==> src/inc/reading_average_filter_pkg.sv <==
// Overview of operation
// - average += (reading - average) / weight
// - weight 1..99, reset value 10
// - weight register reads integer denominator
// - one weight kept per measurement function
// - filter switched by key and bus
// - key press toggles filter; lamp shows it
// - trigger blinks lamp three time constants
// - continuous out-of-window reading blinks one constant
// - out-of-window reading passes, averaging restarts
// - window 10000/1000/100/10 counts by resolution
// - internal filter bus-only, on after reset
// - internal filter acts at 5.5/6.5 digits only
// - lamp reflects front filter only
// - one-shot withholds output three time constants
// - both filters: constant is weight sum
// - internal filter bypasses on narrower window
`default_nettype none
package reading_average_filter_pkg;
   // -----------------------------------------------------------------
   // register map
   // -----------------------------------------------------------------
   localparam logic [7:0] ADDR_CTRL = 8'h00;
   localparam logic [7:0] ADDR_WEIGHT = 8'h04;
   localparam logic [7:0] ADDR_STATUS = 8'h08;
   localparam logic [7:0] ADDR_AVG = 8'h0C;
   // control field positions
   localparam int CTRL_FRONT_BIT = 0;
   localparam int CTRL_INT_BIT = 1;
   localparam int CTRL_ONESHOT_BIT = 2;
   localparam int CTRL_RES_LSB = 4;
   localparam int CTRL_FUNC_LSB = 8;
   localparam int FUNC_W = 3;
   // status field positions
   localparam int STAT_LED_BIT = 0;
   localparam int STAT_BLINK_BIT = 1;
   localparam int STAT_HOLD_BIT = 2;
   // -----------------------------------------------------------------
   // filter constants
   // -----------------------------------------------------------------
   localparam logic [6:0] WEIGHT_MIN = 7'h01;
   localparam logic [6:0] WEIGHT_MAX = 7'h63;
   localparam logic [6:0] WEIGHT_RESET = 7'h0A;
   localparam logic [6:0] INT_WEIGHT_RESET = 7'h0A;
   localparam int SETTLE_TC = 3;
   localparam logic INT_EN_RESET = 1'b1;
   // display resolution codes
   typedef enum logic [1:0] {
      RES_3D5 = 2'b00,
      RES_4D5 = 2'b01,
      RES_5D5 = 2'b10,
      RES_6D5 = 2'b11
   } res_e;
   // front filter windows in counts
   localparam logic [31:0] FRONT_WIN_6D5 = 32'h0000_2710;
   localparam logic [31:0] FRONT_WIN_5D5 = 32'h0000_03E8;
   localparam logic [31:0] FRONT_WIN_4D5 = 32'h0000_0064;
   localparam logic [31:0] FRONT_WIN_3D5 = 32'h0000_000A;
   // internal filter windows, far narrower
   localparam logic [31:0] INT_WIN_6D5 = 32'h0000_0064;
   localparam logic [31:0] INT_WIN_5D5 = 32'h0000_000A;
endpackage
`default_nettype wire

==> src/verilog/avg_stage.sv <==
`default_nettype none
module avg_stage
   import reading_average_filter_pkg::*;
#(
   parameter int RW = 24
) (
   input wire logic pclk,
   input wire logic presetn,
   input wire logic ce,
   input wire logic in_valid,
   input wire logic signed [RW-1:0] in_data,
   input wire logic active,
   input wire logic restart,
   input wire logic [6:0] weight,
   input wire logic [31:0] window,
   output logic out_valid,
   output logic signed [RW-1:0] out_data,
   output logic jump
);
   // -----------------------------------------------------------------
   // state
   // -----------------------------------------------------------------
   typedef struct packed {
      logic primed; // average holds a seed
      logic valid; // output strobe
      logic jump; // last reading left window
      logic signed [RW-1:0] avg; // running average
   } stage_s;
   stage_s st, next_st;
   logic signed [RW:0] diff; // reading minus average
   logic [RW:0] mag; // absolute difference
   logic signed [RW:0] step; // weighted correction
   logic signed [RW:0] wdiv; // weight as divisor

   // -----------------------------------------------------------------
   // next state
   // -----------------------------------------------------------------
   always_comb begin
      next_st = st;
      diff = (RW+1)'(in_data) - (RW+1)'(st.avg);
      mag = diff[RW] ? $unsigned(-diff) : $unsigned(diff);
      wdiv = $signed({{(RW-6){1'b0}}, weight});
      step = diff / wdiv;
      next_st.valid = 1'b0;
      next_st.jump = 1'b0;
      if (restart) begin
         next_st.primed = 1'b0;
      end
      if (in_valid) begin
         next_st.valid = 1'b1;
         if (!active) begin
            // pass through, reseed when enabled
            next_st.avg = in_data;
            next_st.primed = 1'b0;
         end else if (!st.primed || restart) begin
            next_st.avg = in_data;
            next_st.primed = 1'b1;
         end else if (32'(mag) > window) begin
            next_st.avg = in_data;
            next_st.jump = 1'b1;
         end else begin
            next_st.avg = RW'(st.avg + step);
         end
      end
   end

   // -----------------------------------------------------------------
   // registers
   // -----------------------------------------------------------------
   always_ff @(posedge pclk or negedge presetn) begin
      if (!presetn) begin
         st <= '0;
      end else if (ce) begin
         st <= next_st;
      end
   end

   assign out_valid = st.valid;
   assign out_data = st.avg;
   assign jump = st.jump;

   property p_bypass;
      @(posedge pclk) disable iff (!presetn)
      ce && in_valid && active && st.primed && !restart && 32'(mag) > window
      |=> jump && out_data == $past(in_data);
   endproperty
   a_bypass: assert property (p_bypass) else $error("window bypass failed");

   property p_update;
      @(posedge pclk) disable iff (!presetn)
      ce && in_valid && active && st.primed && !restart && 32'(mag) <= window
      |=> !jump && out_data == RW'($past(st.avg) + $past(step));
   endproperty
   a_update: assert property (p_update) else $error("average update wrong");
endmodule // avg_stage
`default_nettype wire

==> src/verilog/reading_average_filter.sv <==
`default_nettype none
module reading_average_filter
   import reading_average_filter_pkg::*;
#(
   parameter int RW = 24,
   parameter int NUM_FUNC = 5,
   parameter logic [6:0] INT_WEIGHT = INT_WEIGHT_RESET
) (
   input wire logic pclk,
   input wire logic presetn,
   input wire logic ce,
   input wire logic psel,
   input wire logic penable,
   input wire logic pwrite,
   input wire logic [7:0] paddr,
   input wire logic [31:0] pwdata,
   output logic [31:0] prdata,
   output logic pready,
   output logic pslverr,
   input wire logic filter_key,
   input wire logic trigger,
   input wire logic rd_valid,
   input wire logic signed [RW-1:0] rd_data,
   output logic out_valid,
   output logic signed [RW-1:0] out_data,
   output logic filter_led,
   output logic filter_blink
);
   // -----------------------------------------------------------------
   // state
   // -----------------------------------------------------------------
   typedef struct packed {
      logic front_en; // front filter on
      logic int_en; // internal filter on
      logic one_shot; // one-shot trigger mode
      logic [1:0] res; // display resolution
      logic [FUNC_W-1:0] func; // measurement function
      logic [NUM_FUNC-1:0][6:0] weights; // weight per function
      logic restart; // reseed pulse to stages
      logic [8:0] blink_cnt; // readings left to blink
      logic [9:0] hold_cnt; // readings left to settle
      logic out_valid; // output strobe
      logic signed [RW-1:0] out_data; // released reading
      logic signed [RW-1:0] disp; // displayed_average
      logic [31:0] prdata; // read data
      logic pslverr; // unmapped access
   } top_s;
   top_s st, next_st;

   logic setup; // apb setup cycle
   logic wr; // apb write taken
   logic mapped; // address hits a register
   logic [6:0] wf; // front weight of current function
   logic int_act; // internal filter acting
   logic [31:0] win_front; // front window
   logic [31:0] win_int; // internal window
   logic i_valid; // internal stage output
   logic signed [RW-1:0] i_data;
   logic f_valid; // front stage output
   logic signed [RW-1:0] f_data;
   logic f_jump; // front reading left window
   logic [8:0] blink_load; // three front constants
   logic [9:0] hold_load; // three summed constants
   logic release_ok; // reading may leave

   // -----------------------------------------------------------------
   // decode and selection
   // -----------------------------------------------------------------
   always_comb begin
      setup = psel && !penable;
      wr = psel && penable && pwrite && ce;
      mapped = 1'b0;
      if (paddr == ADDR_CTRL) begin
         mapped = 1'b1;
      end else if (paddr == ADDR_WEIGHT) begin
         mapped = 1'b1;
      end else if (paddr == ADDR_STATUS) begin
         mapped = 1'b1;
      end else if (paddr == ADDR_AVG) begin
         mapped = 1'b1;
      end
      // weight of the selected function only
      wf = (32'(st.func) < NUM_FUNC) ? st.weights[st.func] : WEIGHT_RESET;
      int_act = st.int_en && (st.res == RES_5D5 || st.res == RES_6D5);
      // window widths per resolution
      case (res_e'(st.res))
         RES_6D5: begin
            win_front = FRONT_WIN_6D5;
            win_int = INT_WIN_6D5;
         end
         RES_5D5: begin
            win_front = FRONT_WIN_5D5;
            win_int = INT_WIN_5D5;
         end
         RES_4D5: begin
            win_front = FRONT_WIN_4D5;
            win_int = INT_WIN_5D5;
         end
         default: begin
            win_front = FRONT_WIN_3D5;
            win_int = INT_WIN_5D5;
         end
      endcase
      blink_load = 9'(wf) * 9'(SETTLE_TC);
      hold_load = ((st.front_en ? 10'(wf) : 10'h000)
                  + (int_act ? 10'(INT_WEIGHT) : 10'h000))
                  * 10'(SETTLE_TC);
      release_ok = !st.one_shot || st.hold_cnt <= 10'h001;
   end

   // -----------------------------------------------------------------
   // filter chain: internal stage, then front stage
   // -----------------------------------------------------------------
   avg_stage #(.RW(RW)) u_int (
      .pclk(pclk),
      .presetn(presetn),
      .ce(ce),
      .in_valid(rd_valid),
      .in_data(rd_data),
      .active(int_act),
      .restart(st.restart),
      .weight(INT_WEIGHT),
      .window(win_int),
      .out_valid(i_valid),
      .out_data(i_data),
      .jump()
   );

   avg_stage #(.RW(RW)) u_front (
      .pclk(pclk),
      .presetn(presetn),
      .ce(ce),
      .in_valid(i_valid),
      .in_data(i_data),
      .active(st.front_en),
      .restart(st.restart),
      .weight(wf),
      .window(win_front),
      .out_valid(f_valid),
      .out_data(f_data),
      .jump(f_jump)
   );

   // -----------------------------------------------------------------
   // next state
   // -----------------------------------------------------------------
   always_comb begin
      next_st = st;
      next_st.out_valid = 1'b0;
      // key toggles, bus write below overrides
      if (filter_key) begin
         next_st.front_en = !st.front_en;
      end
      if (wr && paddr == ADDR_CTRL) begin
         next_st.front_en = pwdata[CTRL_FRONT_BIT];
         next_st.int_en = pwdata[CTRL_INT_BIT];
         next_st.one_shot = pwdata[CTRL_ONESHOT_BIT];
         next_st.res = pwdata[CTRL_RES_LSB +: 2];
         next_st.func = pwdata[CTRL_FUNC_LSB +: FUNC_W];
      end else if (wr && paddr == ADDR_WEIGHT) begin
         // out-of-range values leave the weight alone
         if (pwdata <= 32'(WEIGHT_MAX) && pwdata >= 32'(WEIGHT_MIN)
             && 32'(st.func) < NUM_FUNC) begin
            next_st.weights[st.func] = pwdata[6:0];
         end
      end
      // a change of front enable, internal enable, resolution or function reseeds both averages
      next_st.restart = next_st.front_en != st.front_en
                        || next_st.int_en != st.int_en
                        || next_st.res != st.res
                        || next_st.func != st.func;
      // blink and settle counters
      if (trigger) begin
         next_st.blink_cnt = st.front_en ? blink_load : 9'h000;
         next_st.hold_cnt = hold_load;
      end else if (f_valid) begin
         if (f_jump && !st.one_shot && st.front_en) begin
            next_st.blink_cnt = 9'(wf);
         end else if (st.blink_cnt != 9'h000) begin
            next_st.blink_cnt = st.blink_cnt - 9'h001;
         end
         if (st.hold_cnt != 10'h000) begin
            next_st.hold_cnt = st.hold_cnt - 10'h001;
         end
      end
      // release readings, holding them while settling in one-shot mode
      if (f_valid) begin
         next_st.disp = f_data;
         if (release_ok) begin
            next_st.out_valid = 1'b1;
            next_st.out_data = f_data;
         end
      end
      // read data captured in the setup cycle
      if (setup) begin
         next_st.pslverr = !mapped;
         next_st.prdata = 32'h0000_0000;
         if (paddr == ADDR_CTRL) begin
            next_st.prdata[CTRL_FRONT_BIT] = st.front_en;
            next_st.prdata[CTRL_INT_BIT] = st.int_en;
            next_st.prdata[CTRL_ONESHOT_BIT] = st.one_shot;
            next_st.prdata[CTRL_RES_LSB +: 2] = st.res;
            next_st.prdata[CTRL_FUNC_LSB +: FUNC_W] = st.func;
         end else if (paddr == ADDR_WEIGHT) begin
            next_st.prdata[6:0] = wf;
         end else if (paddr == ADDR_STATUS) begin
            next_st.prdata[STAT_LED_BIT] = st.front_en;
            next_st.prdata[STAT_BLINK_BIT] = filter_blink;
            next_st.prdata[STAT_HOLD_BIT] = st.hold_cnt != 10'h000;
         end else if (paddr == ADDR_AVG) begin
            next_st.prdata = 32'(st.disp);
         end
      end
   end

   // -----------------------------------------------------------------
   // registers
   // -----------------------------------------------------------------
   always_ff @(posedge pclk or negedge presetn) begin
      if (!presetn) begin
         st <= '0;
         st.int_en <= INT_EN_RESET;
         for (int i = 0; i < NUM_FUNC; i++) begin
            st.weights[i] <= WEIGHT_RESET;
         end
      end else if (ce) begin
         st <= next_st;
      end
   end

   // -----------------------------------------------------------------
   // outputs
   // -----------------------------------------------------------------
   assign pready = ce;
   assign prdata = st.prdata;
   assign pslverr = st.pslverr;
   assign out_valid = st.out_valid;
   assign out_data = st.out_data;
   assign filter_led = st.front_en;
   assign filter_blink = st.front_en && st.blink_cnt != 9'h000;

   // -----------------------------------------------------------------
   // checks
   // -----------------------------------------------------------------
   property p_key;
      @(posedge pclk) disable iff (!presetn)
      ce && filter_key && !(wr && paddr == ADDR_CTRL)
      |=> filter_led != $past(filter_led);
   endproperty
   a_key: assert property (p_key) else $error("key did not toggle");

   // lamp moves only when the front filter state is commanded to move
   property p_lamp;
      @(posedge pclk) disable iff (!presetn)
      ce && !filter_key
      && !(wr && paddr == ADDR_CTRL && pwdata[CTRL_FRONT_BIT] != filter_led)
      |=> $stable(filter_led) && (filter_led || !filter_blink);
   endproperty
   a_lamp: assert property (p_lamp) else $error("lamp lit with filter off");

   property p_blink;
      @(posedge pclk) disable iff (!presetn)
      ce && trigger && st.front_en |=> st.blink_cnt == 9'($past(wf)) * 9'd3;
   endproperty
   a_blink: assert property (p_blink) else $error("blink length wrong");

   property p_win_blink;
      @(posedge pclk) disable iff (!presetn)
      ce && !trigger && f_valid && f_jump && !st.one_shot && st.front_en
      |=> st.blink_cnt == 9'($past(wf));
   endproperty
   a_win_blink: assert property (p_win_blink) else $error("window blink wrong");

   property p_settle;
      @(posedge pclk) disable iff (!presetn)
      ce && trigger && st.front_en && int_act
      |=> st.hold_cnt == (10'($past(wf)) + 10'(INT_WEIGHT)) * 10'd3;
   endproperty
   a_settle: assert property (p_settle) else $error("settle count wrong");

   property p_withhold;
      @(posedge pclk) disable iff (!presetn)
      ce && st.one_shot && st.hold_cnt > 10'h001 |=> !out_valid;
   endproperty
   a_withhold: assert property (p_withhold) else $error("reading left early");

   property p_weight;
      @(posedge pclk) disable iff (!presetn)
      wr && paddr == ADDR_WEIGHT && pwdata > 32'd99 |=> wf == $past(wf);
   endproperty
   a_weight: assert property (p_weight) else $error("weight range broken");

   property p_int_pass;
      @(posedge pclk) disable iff (!presetn)
      ce && rd_valid && (st.res == RES_3D5 || st.res == RES_4D5)
      |=> i_valid && i_data == $past(rd_data);
   endproperty
   a_int_pass: assert property (p_int_pass) else $error("internal filter at low res");

   property p_reseed;
      @(posedge pclk) disable iff (!presetn)
      ce && wr && paddr == ADDR_CTRL && pwdata[CTRL_FUNC_LSB +: FUNC_W] != st.func
      |=> st.restart;
   endproperty
   a_reseed: assert property (p_reseed) else $error("no reseed on change");
endmodule // reading_average_filter
`default_nettype wire

==> config.mk <==
export PLATFORM = sky130hd
export DESIGN_NAME = reading_average_filter
export DESIGN_NICKNAME = d
export VERILOG_FILES = /design/src/inc/reading_average_filter_pkg.sv /design/src/verilog/avg_stage.sv /design/src/verilog/reading_average_filter.sv
export SDC_FILE = /design/constraint.sdc
export NUM_CORES = 1
export LEC_CHECK = 0
export BUFFER_PORTS_ARGS = -buffer_cell sky130_fd_sc_hd__buf_4
export CAP_MARGIN = 10
export CORE_MARGIN = 5
export CORE_UTILIZATION = 53
export DETAILED_ROUTE_END_ITERATION = 16
export PLACE_DENSITY = 0.7
export SLEW_MARGIN = 25
export SYNTH_ARGS = -nofsm -noshare
export SYNTH_HDL_FRONTEND = slang
export SYNTH_SLANG_ARGS = --single-unit
export TNS_END_PERCENT = 30
==> constraint.sdc <==
create_clock -name pclk -period 88.8 [get_ports pclk]
set_clock_uncertainty 0.1 [all_clocks]
set_input_delay 8.88 -clock pclk [delete_from_list [all_inputs] [get_ports pclk]]
set_output_delay 8.88 -clock pclk [all_outputs]
set_load 0.03 [all_outputs]
==> flow_results.xml <==
<?xml version="1.0" encoding="UTF-8"?>
<metrics>
  <group name="cts">
    <metric name="clock-sinks" unit="">190</metric>
    <metric name="count_of_instances_resized_after_the_clock_tree_is_built" unit="">0</metric>
    <metric name="number_of_h_tree_branching_levels" unit="">4</metric>
    <metric name="cts_post_setup_buffers_inserted" unit="">0</metric>
    <metric name="cts.root.buffer_cell" unit="">clkbuf_16</metric>
    <metric name="tritoncts" unit="">yes</metric>
    <metric name="clk_transition_reported_paths" unit="ns">0.08</metric>
    <metric name="clk-insertion-delay-late" unit="ns">0.45</metric>
    <metric name="clockBufferDepth" unit="">2</metric>
    <metric name="number_of_clock_buffers_inserted_by_tritoncts" unit="">17</metric>
    <metric name="cts_hold_buffers" unit="">0</metric>
  </group>
  <group name="floorplanning">
    <metric name="number_of_placed_i_o_pins" unit="">134</metric>
    <metric name="die_height" unit="um">253</metric>
    <metric name="die_x" unit="um">253</metric>
    <metric name="core.rowCount" unit="">89</metric>
    <metric name="die_area" unit="mm^2">0.0641</metric>
    <metric name="std_cell_core_area" unit="mm^2">0.0588</metric>
    <metric name="initial_core_util" unit="%">53.3</metric>
  </group>
  <group name="place">
    <metric name="portBuffers" unit="">133</metric>
    <metric name="hpwlAfterDp" unit="um">74000</metric>
    <metric name="placer_congestion_estimate" unit="">0.959</metric>
  </group>
  <group name="synthesis">
    <metric name="synth.top_cell.area_share" unit="%">14.3</metric>
    <metric name="mappedNetlistArea" unit="mm^2">0.0313</metric>
    <metric name="seq_area_frac_synth" unit="%">15.2</metric>
    <metric name="synthesis.instances" unit="">4228</metric>
    <metric name="synth.area.top_cells" unit="">dfrtp_1, ha_1, xnor2_1</metric>
    <metric name="number_of_enable_type_register_cells_in_the_synthesized_netlist" unit="">0</metric>
    <metric name="synthDominantAreaCellType" unit="">dfrtp_1</metric>
    <metric name="post_synthesis_async_set_or_reset_flop_share" unit="%">100</metric>
    <metric name="synth_fp_nets" unit="">4608</metric>
    <metric name="postSynth.topFlopCell" unit="">dfrtp_1</metric>
    <metric name="synth_cell_types" unit="">131</metric>
    <metric name="ys_seq_elements" unit="">190</metric>
    <metric name="yosysWarningCount" unit="">0</metric>
    <metric name="post_synth.cell_area_avg" unit="um^2">7.41</metric>
  </group>
  <group name="min_path">
    <metric name="hold_crit_class" unit="">reg -&gt; reg</metric>
  </group>
  <group name="worst_setup_path">
    <metric name="critPathRequiredTime" unit="ns">89.07</metric>
    <metric name="worst_path_max_delay_cell" unit="">nor2_1</metric>
    <metric name="critPathMaxStageDelay" unit="ns">0.82</metric>
    <metric name="timing.critical_path.from_type" unit="">flop</metric>
    <metric name="worst_path_arrival_time" unit="ns">76.71</metric>
    <metric name="timing.critical_path.buf_inv" unit="">13</metric>
    <metric name="critPathMaxFanout" unit="">18</metric>
    <metric name="ff2ff_setup_slack" unit="ns">12.37</metric>
    <metric name="critical_path_class" unit="">reg -&gt; reg</metric>
    <metric name="most_used_cell_cp" unit="">o21a_1</metric>
    <metric name="cell_family_with_the_largest_share_of_critical_path_delay" unit="">compound AO/OA/AOI/OAI gates</metric>
    <metric name="timing.critical_path.to_type" unit="">flop</metric>
  </group>
  <group name="timing">
    <metric name="setup_viol" unit="">0</metric>
    <metric name="tns" unit="ns">0</metric>
    <metric name="report.final.slew_viol_count" unit="">0</metric>
    <metric name="min_period_over_period" unit="%">86.1</metric>
    <metric name="hold_violations" unit="">0</metric>
    <metric name="rsz_0062_raised_after_global_routing" unit="">false</metric>
    <metric name="period_needed" unit="ns">76.43</metric>
    <metric name="maximum_clock_rate" unit="GHz">0.0131</metric>
    <metric name="slew-limit-headroom" unit="%">29.3</metric>
    <metric name="timing_worst_slew_pin_value" unit="ns">1.03</metric>
  </group>
  <group name="final_layout">
    <metric name="drive_above_1_share" unit="%">10.0</metric>
    <metric name="nets" unit="">4593</metric>
    <metric name="n_fill_cell" unit="">5630</metric>
    <metric name="layout_area_overhead" unit="%">5.96</metric>
  </group>
  <group name="job">
    <metric name="cap_violations" unit="">0</metric>
  </group>
  <group name="global_route">
    <metric name="number_of_antenna_violations_at_the_first_check_in_global_routing" unit="">3</metric>
    <metric name="grt_start_max_net_pins" unit="">84</metric>
    <metric name="grt.total_usage" unit="%">27.8</metric>
    <metric name="vias_in_the_first_global_route" unit="">28300</metric>
    <metric name="global_route_wire_length_before_repair" unit="um">149000</metric>
    <metric name="grt-ovfl-total" unit="">0</metric>
  </group>
  <group name="drt">
    <metric name="routed-via-count" unit="">31400</metric>
    <metric name="final_antenna_net_count" unit="">0</metric>
    <metric name="routed_via_density" unit="">6.28</metric>
    <metric name="route.final.wire_length" unit="um">93400</metric>
    <metric name="wl_per_cell" unit="um">18.7</metric>
    <metric name="drtPass1Iterations" unit="">6</metric>
    <metric name="drt_first_iter_violations" unit="">2455</metric>
    <metric name="drc_violation_count_after_routing" unit="">0</metric>
  </group>
  <group name="status">
    <metric name="outcome" unit="">completed</metric>
  </group>
</metrics>
logic make-up (layout without fill, tap and decap cells):
| logic type | after synthesis | after routing | share of synthesized area (%) |
|---|---|---|---|
| buf+inv | 387 | 385 | 5.53 |
| xor+xnor | 285 | 285 | 8.08 |
| simple gates | 1563 | 1563 | 24.5 |
| mux | 145 | 145 | 5.13 |
| compound gates | 1347 | 1347 | 29.0 |
| flops | 190 | 190 | 15.2 |
| fa+ha+maj | 311 | 311 | 12.5 |
| other cells | 0 | 1 | 0 |
Yosys cell counts (55+ instances only):
library cell  number
nand3_1          106
dfrtp_1          179
nor3_1           183
nand2_1          426
clkbuf_1         122
xnor2_1          206
buf_4             59
mux2i_1           56
o31ai_1           60
a21o_1            55
o21ai_0          279
a211oi_1          62
nor2_1           389
ha_1             301
xor2_1            75
mux2_2            82
a21oi_1          303
inv_1            182
o21a_1           136
state kept, by name, summed over array words and instances (netlist names):
register / flops
out_data: 24
u_int.out_valid: 1
u_front.out_data: 24
u_int.out_data: 24
u_front.st: 1
pslverr: 1
filter_led: 1
u_front.out_valid: 1
out_valid: 1
st: 86
u_int.st: 1
prdata: 24
u_front.jump: 1
worst register-to-register path: cells and delay by family, from the launching register on:
family | cells | cell delay [ns]
adder cells (fa/ha/maj) | 28 | 8.29
AO/OA/AOI/OAI | 189 | 37.85
AND/OR/NAND/NOR | 102 | 25.17
XOR/XNOR | 2 | 0.82
buffers and inverters | 13 | 1.81
multiplexers | 6 | 1.80
flip-flops | 1 | 0.47
through the flow:
step	std cells	cell area (um^2)	hold WS (ns)	worst slack [ns]	utilization, %
final	5000	33200	0.376	12.37	56.5
after global routing	4999	33200	0.404	5.08	56.5
after CTS	4999	33200	0.381	12.84	56.5
after detailed placement	4967	32600	0.363	13.08	55.4
after global placement	4967	32600	0.352	15.57	55.4
after floorplan	4228	31300	0.340	22.15	-
per-layer routing:
metal | track usage, % | part of all wire, % | wire length (um) | up-vias
met1 | 39.6 | 47 | 43600 | 14800
met3 | 3.57 | 5.8 | 5440 | 129
li1 | - | - | - | 15600
met2 | 44.3 | 45 | 41600 | 864
met5 | 0 | 0.026 | 24 | -
met4 | 7.64 | 2.9 | 2670 | 4
final timing paths:
check / startpoint / end / cells after the start
worst max register to register: u_front.out_data[1] / u_front.out_data[23] / 340
max in group asynchronous: presetn / st[34] / 3
min in group asynchronous: presetn / prdata[8] / 1
worst min-delay path: prdata[21] / prdata[21] / 2
worst max-delay path: u_front.out_data[1] / u_front.out_data[23] / 340
worst min register to register: prdata[21] / prdata[21] / 2
cells in the final DEF, fill, tap and decap left out, types with 75 or more instances in the layout:
| master | Yosys | routed |
|---|---|---|
| nand3_1 | 106 | 105 |
| a21oi_1 | 303 | 302 |
| nand2_1 | 426 | 426 |
| o21ai_0 | 279 | 279 |
| xor2_1 | 75 | 75 |
| nor3_1 | 183 | 181 |
| nor2_1 | 389 | 389 |
| inv_1 | 182 | 182 |
| xnor2_1 | 206 | 206 |
| mux2_2 | 82 | 82 |
| ha_1 | 301 | 301 |
| dfrtp_1 | 179 | 179 |
| buf_4 | 59 | 168 |
| o21a_1 | 136 | 136 |
final cells by class:
| class | instances | area (um^2) | share of cell area [%] |
|---|---|---|---|
| Multi-Input combinational cell | 3651 | 24900 | 75.0 |
| Sequential cell | 190 | 4770 | 14.4 |
| Clock buffer | 17 | 425 | 1.28 |
| Antenna cell | 1 | 2.50 | 0.00753 |
| Tap cell | 773 | 967 | 2.91 |
| Clock inverter | 15 | 174 | 0.524 |
| Timing Repair Buffer | 169 | 1270 | 3.84 |
| Inverter | 184 | 691 | 2.08 |
Power is left out: the tool's default activity adds up to more than one toggle a clock period on the data nets, which glitch-free logic cannot reach.
